--- config.mk ---
export PLATFORM = sky130hd
export DESIGN_NAME = parallel_program_port
export DESIGN_NICKNAME = d
export VERILOG_FILES = /design/src/ppp_pkg.sv /design/src/strobe_edges.sv /design/src/prog_entry.sv /design/src/parallel_program_port.sv
export SDC_FILE = /design/constraint.sdc
export NUM_CORES = 2
export LEC_CHECK = 0
export BUFFER_PORTS_ARGS = -buffer_cell sky130_fd_sc_hd__buf_2
export CELL_PAD_IN_SITES_DETAIL_PLACEMENT = 1
export CELL_PAD_IN_SITES_GLOBAL_PLACEMENT = 2
export CORE_MARGIN = 2
export CORE_UTILIZATION = 40
export CTS_BUF_LIST = sky130_fd_sc_hd__clkbuf_16
export CTS_CLUSTER_DIAMETER = 120
export DETAILED_ROUTE_END_ITERATION = 6
export GPL_TIMING_DRIVEN = 0
export HOLD_SLACK_MARGIN = 0.1
export PLACE_DENSITY_LB_ADDON = 0.1
export SYNTH_ARGS = -nofsm -noshare
export SYNTH_HDL_FRONTEND = slang
export SYNTH_SLANG_ARGS = --single-unit
--- constraint.sdc ---
create_clock -name mclk -period 14.1 [get_ports mclk]
set_input_delay 2.82 -clock mclk [delete_from_list [all_inputs] [get_ports mclk]]
set_output_delay 2.82 -clock mclk [all_outputs]
set_load 0.02 [all_outputs]
--- src/ppp_pkg.sv ---
// Shared constants and types of the parallel programming port.
// Assumes a single 125 MHz clock and pins already synchronous to it.
package ppp_pkg;

  // ----------------------------------------------------------------
  // Strobe actions and byte selects
  // ----------------------------------------------------------------
  localparam logic [1:0] ACT_ADDR = 2'h0;
  localparam logic [1:0] ACT_DATA = 2'h1;
  localparam logic [1:0] ACT_CMD = 2'h2;
  localparam logic [1:0] ACT_IDLE = 2'h3;

  localparam logic [1:0] BS_LOW = 2'h0;
  localparam logic [1:0] BS_HIGH = 2'h1;
  localparam logic [1:0] BS_EXT = 2'h2;
  localparam logic [1:0] BS_RSVD = 2'h3;

  localparam int ADDR_LOW_LSB = 0;
  localparam int ADDR_HIGH_LSB = 8;
  localparam int ADDR_EXT_LSB = 16;
  localparam int ADDR_W = 24;

  // ----------------------------------------------------------------
  // Command bytes
  // ----------------------------------------------------------------
  localparam logic [7:0] CMD_NOP = 8'h00;
  localparam logic [7:0] CMD_ERASE = 8'h80;
  localparam logic [7:0] CMD_WR_FUSE = 8'h40;
  localparam logic [7:0] CMD_WR_LOCK = 8'h20;
  localparam logic [7:0] CMD_WR_FLASH = 8'h10;
  localparam logic [7:0] CMD_WR_EE = 8'h11;
  localparam logic [7:0] CMD_RD_SIG = 8'h08;
  localparam logic [7:0] CMD_RD_FUSE = 8'h04;
  localparam logic [7:0] CMD_RD_FLASH = 8'h02;
  localparam logic [7:0] CMD_RD_EE = 8'h03;

  // ----------------------------------------------------------------
  // Entry and timing
  // ----------------------------------------------------------------
  localparam logic [3:0] ENTRY_PATTERN = 4'h0;
  localparam int MIN_LOAD_TOGGLES = 6;
  localparam int CLK_PERIOD_NS = 8;
  localparam int ENTRY_GUARD_NS = 100;
  localparam int ENTRY_GUARD_CYC = (ENTRY_GUARD_NS + CLK_PERIOD_NS - 1) / CLK_PERIOD_NS;

  // ----------------------------------------------------------------
  // Types
  // ----------------------------------------------------------------
  typedef enum logic [2:0] {
    OP_NONE = 3'h0,
    OP_FLASH_ERASE = 3'h1,
    OP_EE_ERASE = 3'h2,
    OP_LOCK_CLEAR = 3'h3,
    OP_FLASH_WORD = 3'h4,
    OP_EE_BYTE = 3'h5,
    OP_FUSE_WRITE = 3'h6,
    OP_LOCK_WRITE = 3'h7
  } nvm_op_t;

  typedef struct packed {
    logic valid;
    logic last;
    nvm_op_t op;
    logic [23:0] addr;
    logic [15:0] data;
  } nvm_req_t;

  localparam nvm_req_t REQ_IDLE = '{valid: 1'b0, last: 1'b0, op: OP_NONE,
                                    addr: 24'h000000, data: 16'h0000};

  typedef struct packed {
    logic [7:0] fuse_low;
    logic [7:0] fuse_high;
    logic [7:0] fuse_ext;
    logic [7:0] lock_bits;
  } fuse_view_t;

  typedef enum logic [5:0] {
    ST_IDLE = 6'h01,
    ST_ER_FLASH = 6'h02,
    ST_ER_EE = 6'h04,
    ST_ER_LOCK = 6'h08,
    ST_STREAM = 6'h10,
    ST_WAIT = 6'h20
  } prog_state_t;

endpackage

--- src/strobe_edges.sv ---
// Edge detector for a group of programming strobes.
// Assumes the strobes are already synchronous to mclk.
module strobe_edges #(
  parameter int W = 4
) (
  input wire logic mclk,
  input wire logic sys_rst,
  input wire logic [W-1:0] level,
  input wire logic [W-1:0] idle_level,
  output logic [W-1:0] rise,
  output logic [W-1:0] fall
);

  logic [W-1:0] prev_reg;

  // Reset low: no false fall, and a strobe already high at release still rises unless its idle_level bit is set
  always_ff @(posedge mclk or posedge sys_rst) begin
    if (sys_rst) begin
      prev_reg <= '0;
    end else begin
      prev_reg <= level;
    end
  end

  always_comb begin
    rise = level & ~prev_reg & ~idle_level;
    fall = ~level & prev_reg;
  end

endmodule // strobe_edges

--- src/prog_entry.sv ---
// Programming mode entry detector.
// Assumes the high-voltage level on reset arrives as a logic input.
module prog_entry (
  input wire logic mclk,
  input wire logic sys_rst,
  input wire logic reset_pin_low,
  input wire logic hv_reset,
  input wire logic load_rise,
  input wire logic [3:0] entry_pins,
  output logic prog_mode
);

  logic [2:0] toggle_reg;
  logic hv_prev_reg;
  logic guard_reg;
  logic [7:0] guard_cnt_reg;

  // --------------------------------------------------------------
  // Load strobe toggles counted while reset is held low
  // --------------------------------------------------------------
  always_ff @(posedge mclk or posedge sys_rst) begin
    if (sys_rst) begin
      toggle_reg <= 3'h0;
    end else if (!reset_pin_low && !hv_reset) begin
      toggle_reg <= 3'h0;
    end else if (reset_pin_low && load_rise && toggle_reg != 3'(ppp_pkg::MIN_LOAD_TOGGLES)) begin
      toggle_reg <= toggle_reg + 3'h1;
    end
  end

  // --------------------------------------------------------------
  // Guard window after high voltage; any pattern change aborts
  // --------------------------------------------------------------
  always_ff @(posedge mclk or posedge sys_rst) begin
    if (sys_rst) begin
      hv_prev_reg <= 1'b0;
      guard_reg <= 1'b0;
      guard_cnt_reg <= 8'h00;
      prog_mode <= 1'b0;
    end else begin
      hv_prev_reg <= hv_reset;
      if (!hv_reset) begin
        guard_reg <= 1'b0;
        prog_mode <= 1'b0;
      end else if (!hv_prev_reg) begin
        guard_reg <= (toggle_reg == 3'(ppp_pkg::MIN_LOAD_TOGGLES))
                     && (entry_pins == ppp_pkg::ENTRY_PATTERN);
        guard_cnt_reg <= 8'h00;
      end else if (guard_reg) begin
        if (entry_pins != ppp_pkg::ENTRY_PATTERN) begin
          guard_reg <= 1'b0;
        end else if (guard_cnt_reg == 8'(ppp_pkg::ENTRY_GUARD_CYC - 1)) begin
          guard_reg <= 1'b0;
          prog_mode <= 1'b1;
        end else begin
          guard_cnt_reg <= guard_cnt_reg + 8'h01;
        end
      end
    end
  end

endmodule // prog_entry

--- src/parallel_program_port.sv ---
// Parallel high-voltage programming port, device side.
// Assumes a memory controller answers each request group with nvm_done.
//
// Notes on behaviour
// - Load strobe action: address, data, command, idle
// - Write commands decoded, run on write strobe
// - Read commands decoded for signature, fuses, memories
// - Byte selects pick low, high, extended address
// - Low and high selects pick data byte; upper two reserved
// - Fuse read: low, lock, extended, high
// - Ready flag low while busy, high otherwise
// - Device drives data only while output strobe low
// - Pattern change in guard window blocks entry
// - Command and address held across operations
// - High address byte reloaded only per window
// - Erase flash, eeprom, then locks; fuses kept
// - Keep-eeprom fuse spares eeprom on erase
// - Erase: command, write strobe, wait for ready
// - Page latch stores data word at address
// - Low address bits pick word, upper pick page
// - Write strobe with select zero programs page
// - Command zero is no-op, ends page session
module parallel_program_port #(
  parameter int FLASH_PAGE_WORDS = 128,
  parameter int EE_PAGE_BYTES = 8
) (
  input wire logic mclk,
  input wire logic sys_rst,
  input wire logic reset_pin_low,
  input wire logic hv_reset,
  input wire logic load_strobe_pin,
  input wire logic strobe_action_msb,
  input wire logic strobe_action_lsb,
  input wire logic byte_sel_msb,
  input wire logic byte_sel_lsb,
  input wire logic buffer_latch_strobe,
  input wire logic wr_n,
  input wire logic oe_n,
  input wire logic [7:0] data_in,
  output logic [7:0] data_out,
  output logic data_oe_n,
  output logic prog_ready_flag,
  output logic prog_mode,
  input wire logic keep_eeprom_fuse,
  input wire ppp_pkg::fuse_view_t fuses,
  input wire logic [15:0] rd_word,
  output logic [23:0] rd_addr,
  output logic [7:0] rd_cmd,
  input wire logic nvm_done,
  output ppp_pkg::nvm_req_t nvm_req
);

  localparam int FW = $clog2(FLASH_PAGE_WORDS);
  localparam logic [23:0] FL_MASK = 24'(FLASH_PAGE_WORDS - 1);
  localparam logic [23:0] EE_MASK = 24'(EE_PAGE_BYTES - 1);

  // ----------------------------------------------------------------
  // Strobe edges and mode entry
  // ----------------------------------------------------------------
  logic [3:0] rise;
  logic [3:0] fall;
  logic load_ok;
  logic latch_ok;
  logic wr_ok;
  logic [1:0] action;
  logic [1:0] bsel;

  strobe_edges #(.W(4)) edges (
    .mclk(mclk),
    .sys_rst(sys_rst),
    .level({oe_n, wr_n, buffer_latch_strobe, load_strobe_pin}),
    .idle_level(4'hC),
    .rise(rise),
    .fall(fall)
  );

  prog_entry entry (
    .mclk(mclk),
    .sys_rst(sys_rst),
    .reset_pin_low(reset_pin_low),
    .hv_reset(hv_reset),
    .load_rise(rise[0]),
    .entry_pins({buffer_latch_strobe, strobe_action_msb, strobe_action_lsb, byte_sel_lsb}),
    .prog_mode(prog_mode)
  );

  // Pins sampled on the same cycle the load edge is seen
  always_comb begin
    action = {strobe_action_msb, strobe_action_lsb};
    bsel = {byte_sel_msb, byte_sel_lsb};
    load_ok = prog_mode && rise[0];
    latch_ok = prog_mode && rise[1];
    wr_ok = prog_mode && fall[2];
  end

  // ----------------------------------------------------------------
  // Helpers
  // ----------------------------------------------------------------
  function automatic logic is_ee(input logic [7:0] cmd);
    return cmd == ppp_pkg::CMD_WR_EE;
  endfunction

  function automatic logic [FW-1:0] word_index(input logic [7:0] cmd, input logic [23:0] a);
    logic [23:0] m;
    m = is_ee(cmd) ? EE_MASK : FL_MASK;
    return FW'(a & m);
  endfunction

  // Page bits from the held address, word bits from the stream index
  function automatic logic [23:0] page_addr(input logic [7:0] cmd, input logic [23:0] a,
                                            input logic [FW-1:0] idx);
    logic [23:0] m;
    m = is_ee(cmd) ? EE_MASK : FL_MASK;
    return (a & ~m) | (24'(idx) & m);
  endfunction

  function automatic logic [7:0] read_byte(input logic [7:0] cmd, input logic [1:0] bs,
                                           input logic [15:0] w, input ppp_pkg::fuse_view_t f);
    logic [7:0] b;
    b = 8'h00;
    case (cmd)
      ppp_pkg::CMD_RD_FUSE: begin
        case (bs)
          ppp_pkg::BS_LOW: b = f.fuse_low;
          ppp_pkg::BS_HIGH: b = f.lock_bits;
          ppp_pkg::BS_EXT: b = f.fuse_ext;
          default: b = f.fuse_high;
        endcase
      end
      ppp_pkg::CMD_RD_FLASH, ppp_pkg::CMD_RD_SIG: begin
        if (!bs[1]) begin
          b = bs[0] ? w[15:8] : w[7:0];
        end
      end
      ppp_pkg::CMD_RD_EE: b = w[7:0];
      default: b = 8'h00;
    endcase
    return b;
  endfunction

  // ----------------------------------------------------------------
  // Held command, address and data bytes
  // ----------------------------------------------------------------
  logic [7:0] cmd_reg;
  logic [23:0] addr_reg;
  logic [7:0] data_lo_reg;
  logic [7:0] data_hi_reg;
  logic session_reg;
  ppp_pkg::prog_state_t state_reg;

  always_ff @(posedge mclk or posedge sys_rst) begin
    if (sys_rst) begin
      cmd_reg <= ppp_pkg::CMD_NOP;
    end else if (load_ok && action == ppp_pkg::ACT_CMD) begin
      cmd_reg <= data_in;
    end
  end

  always_ff @(posedge mclk or posedge sys_rst) begin
    if (sys_rst) begin
      addr_reg <= 24'h000000;
    end else if (load_ok && action == ppp_pkg::ACT_ADDR) begin
      case (bsel)
        ppp_pkg::BS_LOW: addr_reg[ppp_pkg::ADDR_LOW_LSB +: 8] <= data_in;
        ppp_pkg::BS_HIGH: addr_reg[ppp_pkg::ADDR_HIGH_LSB +: 8] <= data_in;
        ppp_pkg::BS_EXT: addr_reg[ppp_pkg::ADDR_EXT_LSB +: 8] <= data_in;
        default: addr_reg <= addr_reg;
      endcase
    end
  end

  always_ff @(posedge mclk or posedge sys_rst) begin
    if (sys_rst) begin
      data_lo_reg <= 8'h00;
      data_hi_reg <= 8'h00;
    end else if (load_ok && action == ppp_pkg::ACT_DATA && !byte_sel_msb) begin
      if (byte_sel_lsb) begin
        data_hi_reg <= data_in;
      end else begin
        data_lo_reg <= data_in;
      end
    end
  end

  // Page session: opened by a latch, closed by no-op or by any idle write strobe with low select
  always_ff @(posedge mclk or posedge sys_rst) begin
    if (sys_rst) begin
      session_reg <= 1'b0;
    end else if (latch_ok) begin
      session_reg <= 1'b1;
    end else if (load_ok && action == ppp_pkg::ACT_CMD && data_in == ppp_pkg::CMD_NOP) begin
      session_reg <= 1'b0;
    end else if (wr_ok && state_reg == ppp_pkg::ST_IDLE && bsel == ppp_pkg::BS_LOW) begin
      session_reg <= 1'b0;
    end
  end

  // ----------------------------------------------------------------
  // Page buffer
  // ----------------------------------------------------------------
  // Plain storage, no reset: contents only matter after a latch
  logic [15:0] page_buf [FLASH_PAGE_WORDS];

  always_ff @(posedge mclk) begin
    if (latch_ok) begin
      page_buf[word_index(cmd_reg, addr_reg)] <= {data_hi_reg, data_lo_reg};
    end
  end

  // ----------------------------------------------------------------
  // Operation sequencer
  // ----------------------------------------------------------------
  logic [FW-1:0] idx_reg;
  logic flash_erased_reg;
  logic [FW-1:0] last_idx;

  always_comb begin
    last_idx = is_ee(cmd_reg) ? FW'(EE_PAGE_BYTES - 1) : FW'(FLASH_PAGE_WORDS - 1);
  end

  always_ff @(posedge mclk or posedge sys_rst) begin
    if (sys_rst) begin
      state_reg <= ppp_pkg::ST_IDLE;
      prog_ready_flag <= 1'b1;
      idx_reg <= '0;
      flash_erased_reg <= 1'b0;
      nvm_req <= ppp_pkg::REQ_IDLE;
    end else begin
      nvm_req <= ppp_pkg::REQ_IDLE;
      case (state_reg)
        ppp_pkg::ST_IDLE: begin
          flash_erased_reg <= 1'b0;
          if (wr_ok) begin
            case (cmd_reg)
              ppp_pkg::CMD_ERASE: begin
                nvm_req.valid <= 1'b1;
                nvm_req.op <= ppp_pkg::OP_FLASH_ERASE;
                state_reg <= ppp_pkg::ST_ER_FLASH;
                prog_ready_flag <= 1'b0;
              end
              ppp_pkg::CMD_WR_FLASH, ppp_pkg::CMD_WR_EE: begin
                if (bsel == ppp_pkg::BS_LOW) begin
                  idx_reg <= '0;
                  state_reg <= ppp_pkg::ST_STREAM;
                  prog_ready_flag <= 1'b0;
                end
              end
              ppp_pkg::CMD_WR_FUSE: begin
                if (bsel != ppp_pkg::BS_RSVD) begin
                  nvm_req.valid <= 1'b1;
                  nvm_req.op <= ppp_pkg::OP_FUSE_WRITE;
                  nvm_req.addr <= 24'(bsel);
                  nvm_req.data <= {8'h00, data_lo_reg};
                  state_reg <= ppp_pkg::ST_WAIT;
                  prog_ready_flag <= 1'b0;
                end
              end
              ppp_pkg::CMD_WR_LOCK: begin
                nvm_req.valid <= 1'b1;
                nvm_req.op <= ppp_pkg::OP_LOCK_WRITE;
                nvm_req.data <= {8'h00, data_lo_reg};
                state_reg <= ppp_pkg::ST_WAIT;
                prog_ready_flag <= 1'b0;
              end
              default: state_reg <= ppp_pkg::ST_IDLE;
            endcase
          end
        end
        ppp_pkg::ST_ER_FLASH: begin
          if (nvm_done) begin
            flash_erased_reg <= 1'b1;
            nvm_req.valid <= 1'b1;
            if (keep_eeprom_fuse) begin
              nvm_req.op <= ppp_pkg::OP_LOCK_CLEAR;
              state_reg <= ppp_pkg::ST_ER_LOCK;
            end else begin
              nvm_req.op <= ppp_pkg::OP_EE_ERASE;
              state_reg <= ppp_pkg::ST_ER_EE;
            end
          end
        end
        ppp_pkg::ST_ER_EE: begin
          if (nvm_done) begin
            nvm_req.valid <= 1'b1;
            nvm_req.op <= ppp_pkg::OP_LOCK_CLEAR;
            state_reg <= ppp_pkg::ST_ER_LOCK;
          end
        end
        ppp_pkg::ST_STREAM: begin
          nvm_req.valid <= 1'b1;
          nvm_req.op <= is_ee(cmd_reg) ? ppp_pkg::OP_EE_BYTE : ppp_pkg::OP_FLASH_WORD;
          nvm_req.addr <= page_addr(cmd_reg, addr_reg, idx_reg);
          nvm_req.data <= page_buf[idx_reg];
          nvm_req.last <= (idx_reg == last_idx);
          idx_reg <= idx_reg + 1'b1;
          if (idx_reg == last_idx) begin
            state_reg <= ppp_pkg::ST_WAIT;
          end
        end
        ppp_pkg::ST_ER_LOCK, ppp_pkg::ST_WAIT: begin
          if (nvm_done) begin
            state_reg <= ppp_pkg::ST_IDLE;
            prog_ready_flag <= 1'b1;
          end
        end
        default: begin
          state_reg <= ppp_pkg::ST_IDLE;
          prog_ready_flag <= 1'b1;
        end
      endcase
    end
  end

  // ----------------------------------------------------------------
  // Read path and bus direction
  // ----------------------------------------------------------------
  always_ff @(posedge mclk or posedge sys_rst) begin
    if (sys_rst) begin
      data_oe_n <= 1'b1;
      data_out <= 8'h00;
      rd_addr <= 24'h000000;
      rd_cmd <= ppp_pkg::CMD_NOP;
    end else begin
      data_oe_n <= oe_n || !prog_mode;
      data_out <= read_byte(cmd_reg, bsel, rd_word, fuses);
      rd_addr <= addr_reg;
      rd_cmd <= cmd_reg;
    end
  end
endmodule // parallel_program_port

==> impl_metrics.env <==
export IMPL_outcome="finished with violations"
export IMPL_violations="design-rule violations, max-capacitance violations, max-slew violations"
export IMPL_wl_um=320000
export IMPL_finalHoldViolations=0
export IMPL_grt_setup_unrepaired="false"
export IMPL_slowest_stage="clkbuf_1"
export IMPL_synth_nets=3977
export IMPL_start_kind="flip-flop"
export IMPL_vias=45800
export IMPL_end_kind="flip-flop"
export IMPL_grt_pass1_wl_um=425000
export IMPL_rows=169
export IMPL_pre_cts_ws_ps=7530
export IMPL_report_final_slew_viol_count=22
export IMPL_drc=61
export IMPL_power_w=0.0131
export IMPL_finalCritPeriodShare_pct=42.1
export IMPL_synth_distinct_cells=68
export IMPL_worstPathRequired_ps=14790
export IMPL_cp_max_fo=11
export IMPL_hold_buffers=0
export IMPL_fin_crit_ps=5940
export IMPL_crit_start="idx_reg[2]"
export IMPL_synthArstFlopShare_pct=7.46
export IMPL_die_h_um=466
export IMPL_io_buffers=155
export IMPL_ant_nets=0
export IMPL_yosysWarnings=0
export IMPL_maxCapViolations=5
export IMPL_cts_root_buf="clkbuf_16"
export IMPL_setup_ws_ps=8160
export IMPL_cts_resized=0
export IMPL_drive_gt1_share_pct=31.3
export IMPL_path_buf_inv=4
export IMPL_cellLeakagePower_nw=28.0
export IMPL_power_frac_comb_pct=0.3
export IMPL_skew_ps=43.6
export IMPL_worstSetupPathType="reg2reg"
export IMPL_coreArea_sq_um=212000
export IMPL_arrival_ps=6620
export IMPL_cts_clk_slew_worst_paths_ps=70
export IMPL_area_growth_pct=16.6
export IMPL_yosysSeqAreaShare_pct=77.0
export IMPL_setup_viol=0
export IMPL_min_path_type="reg2reg"
export IMPL_drt_initial_drc_count=6494
export IMPL_first_pass_iters=7
export IMPL_switching_share_pct=20.6
export IMPL_switchingPower_w=0.00270
export IMPL_synth_area_per_cell_sq_um=21.9
export IMPL_hpwl_um=211000
export IMPL_die_area_sq_um=217000
export IMPL_fmax_ghz=0.168
export IMPL_ctsLongestPathBuffers=3
export IMPL_chipWidth_um=466
export IMPL_min_from="cmd_reg[0]"
export IMPL_synth_top_cell_by_area="edfxtp_1"
export IMPL_wl_per_cell_um=43.2
export IMPL_relSlewSlack_pct=-1.67
export IMPL_worst_pin_slew_ps=1520
export IMPL_synth_edf_count=2048
export IMPL_p_clk_share_pct=45.5
export IMPL_largest_register="page_buf"
export IMPL_synth_top_area_share_pct=72.1
export IMPL_worstPathCellList="buf_2 > buf_1 > clkbuf_1 > buf_1 > o31ai_1 > o32a_1 > nor2_1 > nor3_1 > o31ai_1"
export IMPL_syn_area_sq_um=85300
export IMPL_power_frac_seq_pct=54.1
export IMPL_power_internal_w=0.0104
export IMPL_largest_registers="page_buf: 2048 flops, nvm_req: 45 flops"
export IMPL_synth_area_leaders="edfxtp_1 72%, mux4_2 14%, dfrtp_1 4.8%"
export IMPL_cp_slowest_stage_delay_ps=1150
export IMPL_clkLatencyLatePin_ps=890
export IMPL_path_delay_family="buffers and inverters"
export IMPL_cts_sinks=2213
export IMPL_gr_total_overflow=0
export IMPL_largest_reg_flops=2048
export IMPL_grt_max_degree=117
export IMPL_pwr_density_cell_nw_per_um2=131
export IMPL_fin_cells=7401
export IMPL_synthCells=3902
export IMPL_ys_ff_latch=2213
export IMPL_finalSetupTns_ps=0
export IMPL_r2r_start="idx_reg[2]"
export IMPL_cts_tree="built"
export IMPL_fin_nets=4451
export IMPL_fin_util_pct=46.9
export IMPL_post_cts_buffers=0
export IMPL_vdd_drop_max_mv=0.131
export IMPL_floorplan_initialDensity_pct=40.2
export IMPL_synth_ff_type="edfxtp_1"
export IMPL_antenna_found_initial=21
export IMPL_pin_count=158
export IMPL_drt_vias_per_instance=6.19
export IMPL_place_gp_congestion=0.931
export IMPL_gr_usage_all_layers_pct=29.5
export IMPL_numCtsBuffers=232
export IMPL_htreeDepth=4
export IMPL_grt_pass1_vias=45500
export IMPL_dp_cells=6963
==> cells by family (layout without fill, tap and decap cells) <==
kind of cell	after synthesis	in the layout	synth area share (%)
xor gates and xnor gates	11	11	0.113
adders and majority gates	5	5	0.0734
muxes	734	734	16.4
and+or+nand+nor	410	410	2.26
DFF	2213	2213	77.0
buffers and inverters	221	889	1.63
AOI/OAI and AO/OA	308	308	2.54
other	0	10	0
==> placed cells by master (no fill, tap or decap), types with 44 or more instances in the layout <==
cell type,n
mux4_2,525
nor2_1,44
clkinv_1,65
inv_1,61
buf_8,51
dfrtp_1,146
nor2_2,61
nor2_4,68
edfxtp_1,2048
nand2_1,78
clkbuf_1,61
a21oi_1,47
a22oi_1,48
mux2_2,54
buf_2,217
mux2i_1,154
clkbuf_16,232
==> final cells by class <==
cell class	instances	area, sq um
fill	19000	113000
sequential	2213	65700
multi-input combinational	1468	18900
clock buffer	232	5810
tap	2821	3530
timing repair buffer	240	2560
clock inverter	196	1500
buffer	206	1360
inverter	15	63.8
antenna	10	25.0
==> power groups by stage <==
stage	combinational (W)	sequential [W]	clock [W]
detailed placement	0.0000433	0.00721	0
finish	0.0000421	0.00707	0.00595
floorplan	0.0000200	0.00721	0
global route	0.0000476	0.00707	0.00626
CTS	0.0000437	0.00707	0.00602
global placement	0.0000416	0.00721	0
==> worst paths after layout <==
kind	endpoint	slack, ps	cells past startpoint
min in group asynchronous	nvm_req[18]	1970	2
hold reg to reg	rd_cmd[0]	370	0
setup / recovery	nvm_req[5]	8160	9
max in group asynchronous	data_hi_reg[1]	11050	3
setup reg to reg	nvm_req[5]	8160	9
hold / removal	rd_cmd[0]	370	0
==> routing by layer <==
layer | part of all wire, % | vias up | routed length, um | track usage, %
met5 | 0.0087 | - | 28 | 0
met4 | 3.5 | 4 | 11100 | 9.40
met3 | 8.4 | 421 | 26900 | 6.45
met2 | 46 | 2251 | 148000 | 45.7
met1 | 42 | 25700 | 134000 | 41.8
li1 | - | 17400 | - | -
==> per-stage QoR <==
stage          hold WS (ps)  area [sq um]
2_1_floorplan           349         85300
3_3_place_gp            356         89600
3_5_place_dp            359         92100
4_1_cts                 373         99400
5_1_grt                 386         99400
6_report                370         99500
==> cells in the mapped netlist (4+ instances only) <==
master / number
a211oi_1: 29
a21o_1: 5
a21oi_1: 47
a221o_1: 13
a221oi_1: 33
a22o_1: 13
a22oi_1: 48
a31oi_1: 12
and2_1: 22
and3_1: 6
buf_1: 14
buf_2: 54
buf_4: 18
buf_6: 36
buf_8: 11
clkbuf_1: 71
dfrtp_1: 162
edfxtp_1: 2048
ha_1: 5
inv_1: 14
mux2_2: 54
mux2i_1: 154
mux4_2: 525
nand2_1: 78
nand2b_1: 17
nand3_1: 28
nand3b_1: 4
nand4_1: 8
nor2_1: 173
nor2b_1: 28
nor3_1: 17
nor4_1: 9
o211ai_1: 9
o21ai_0: 43
o21ai_1: 6
o221ai_1: 10
o22ai_1: 15
o31ai_1: 6
o41ai_1: 4
xor2_1: 8
Power figures use the tool's default switching activity.
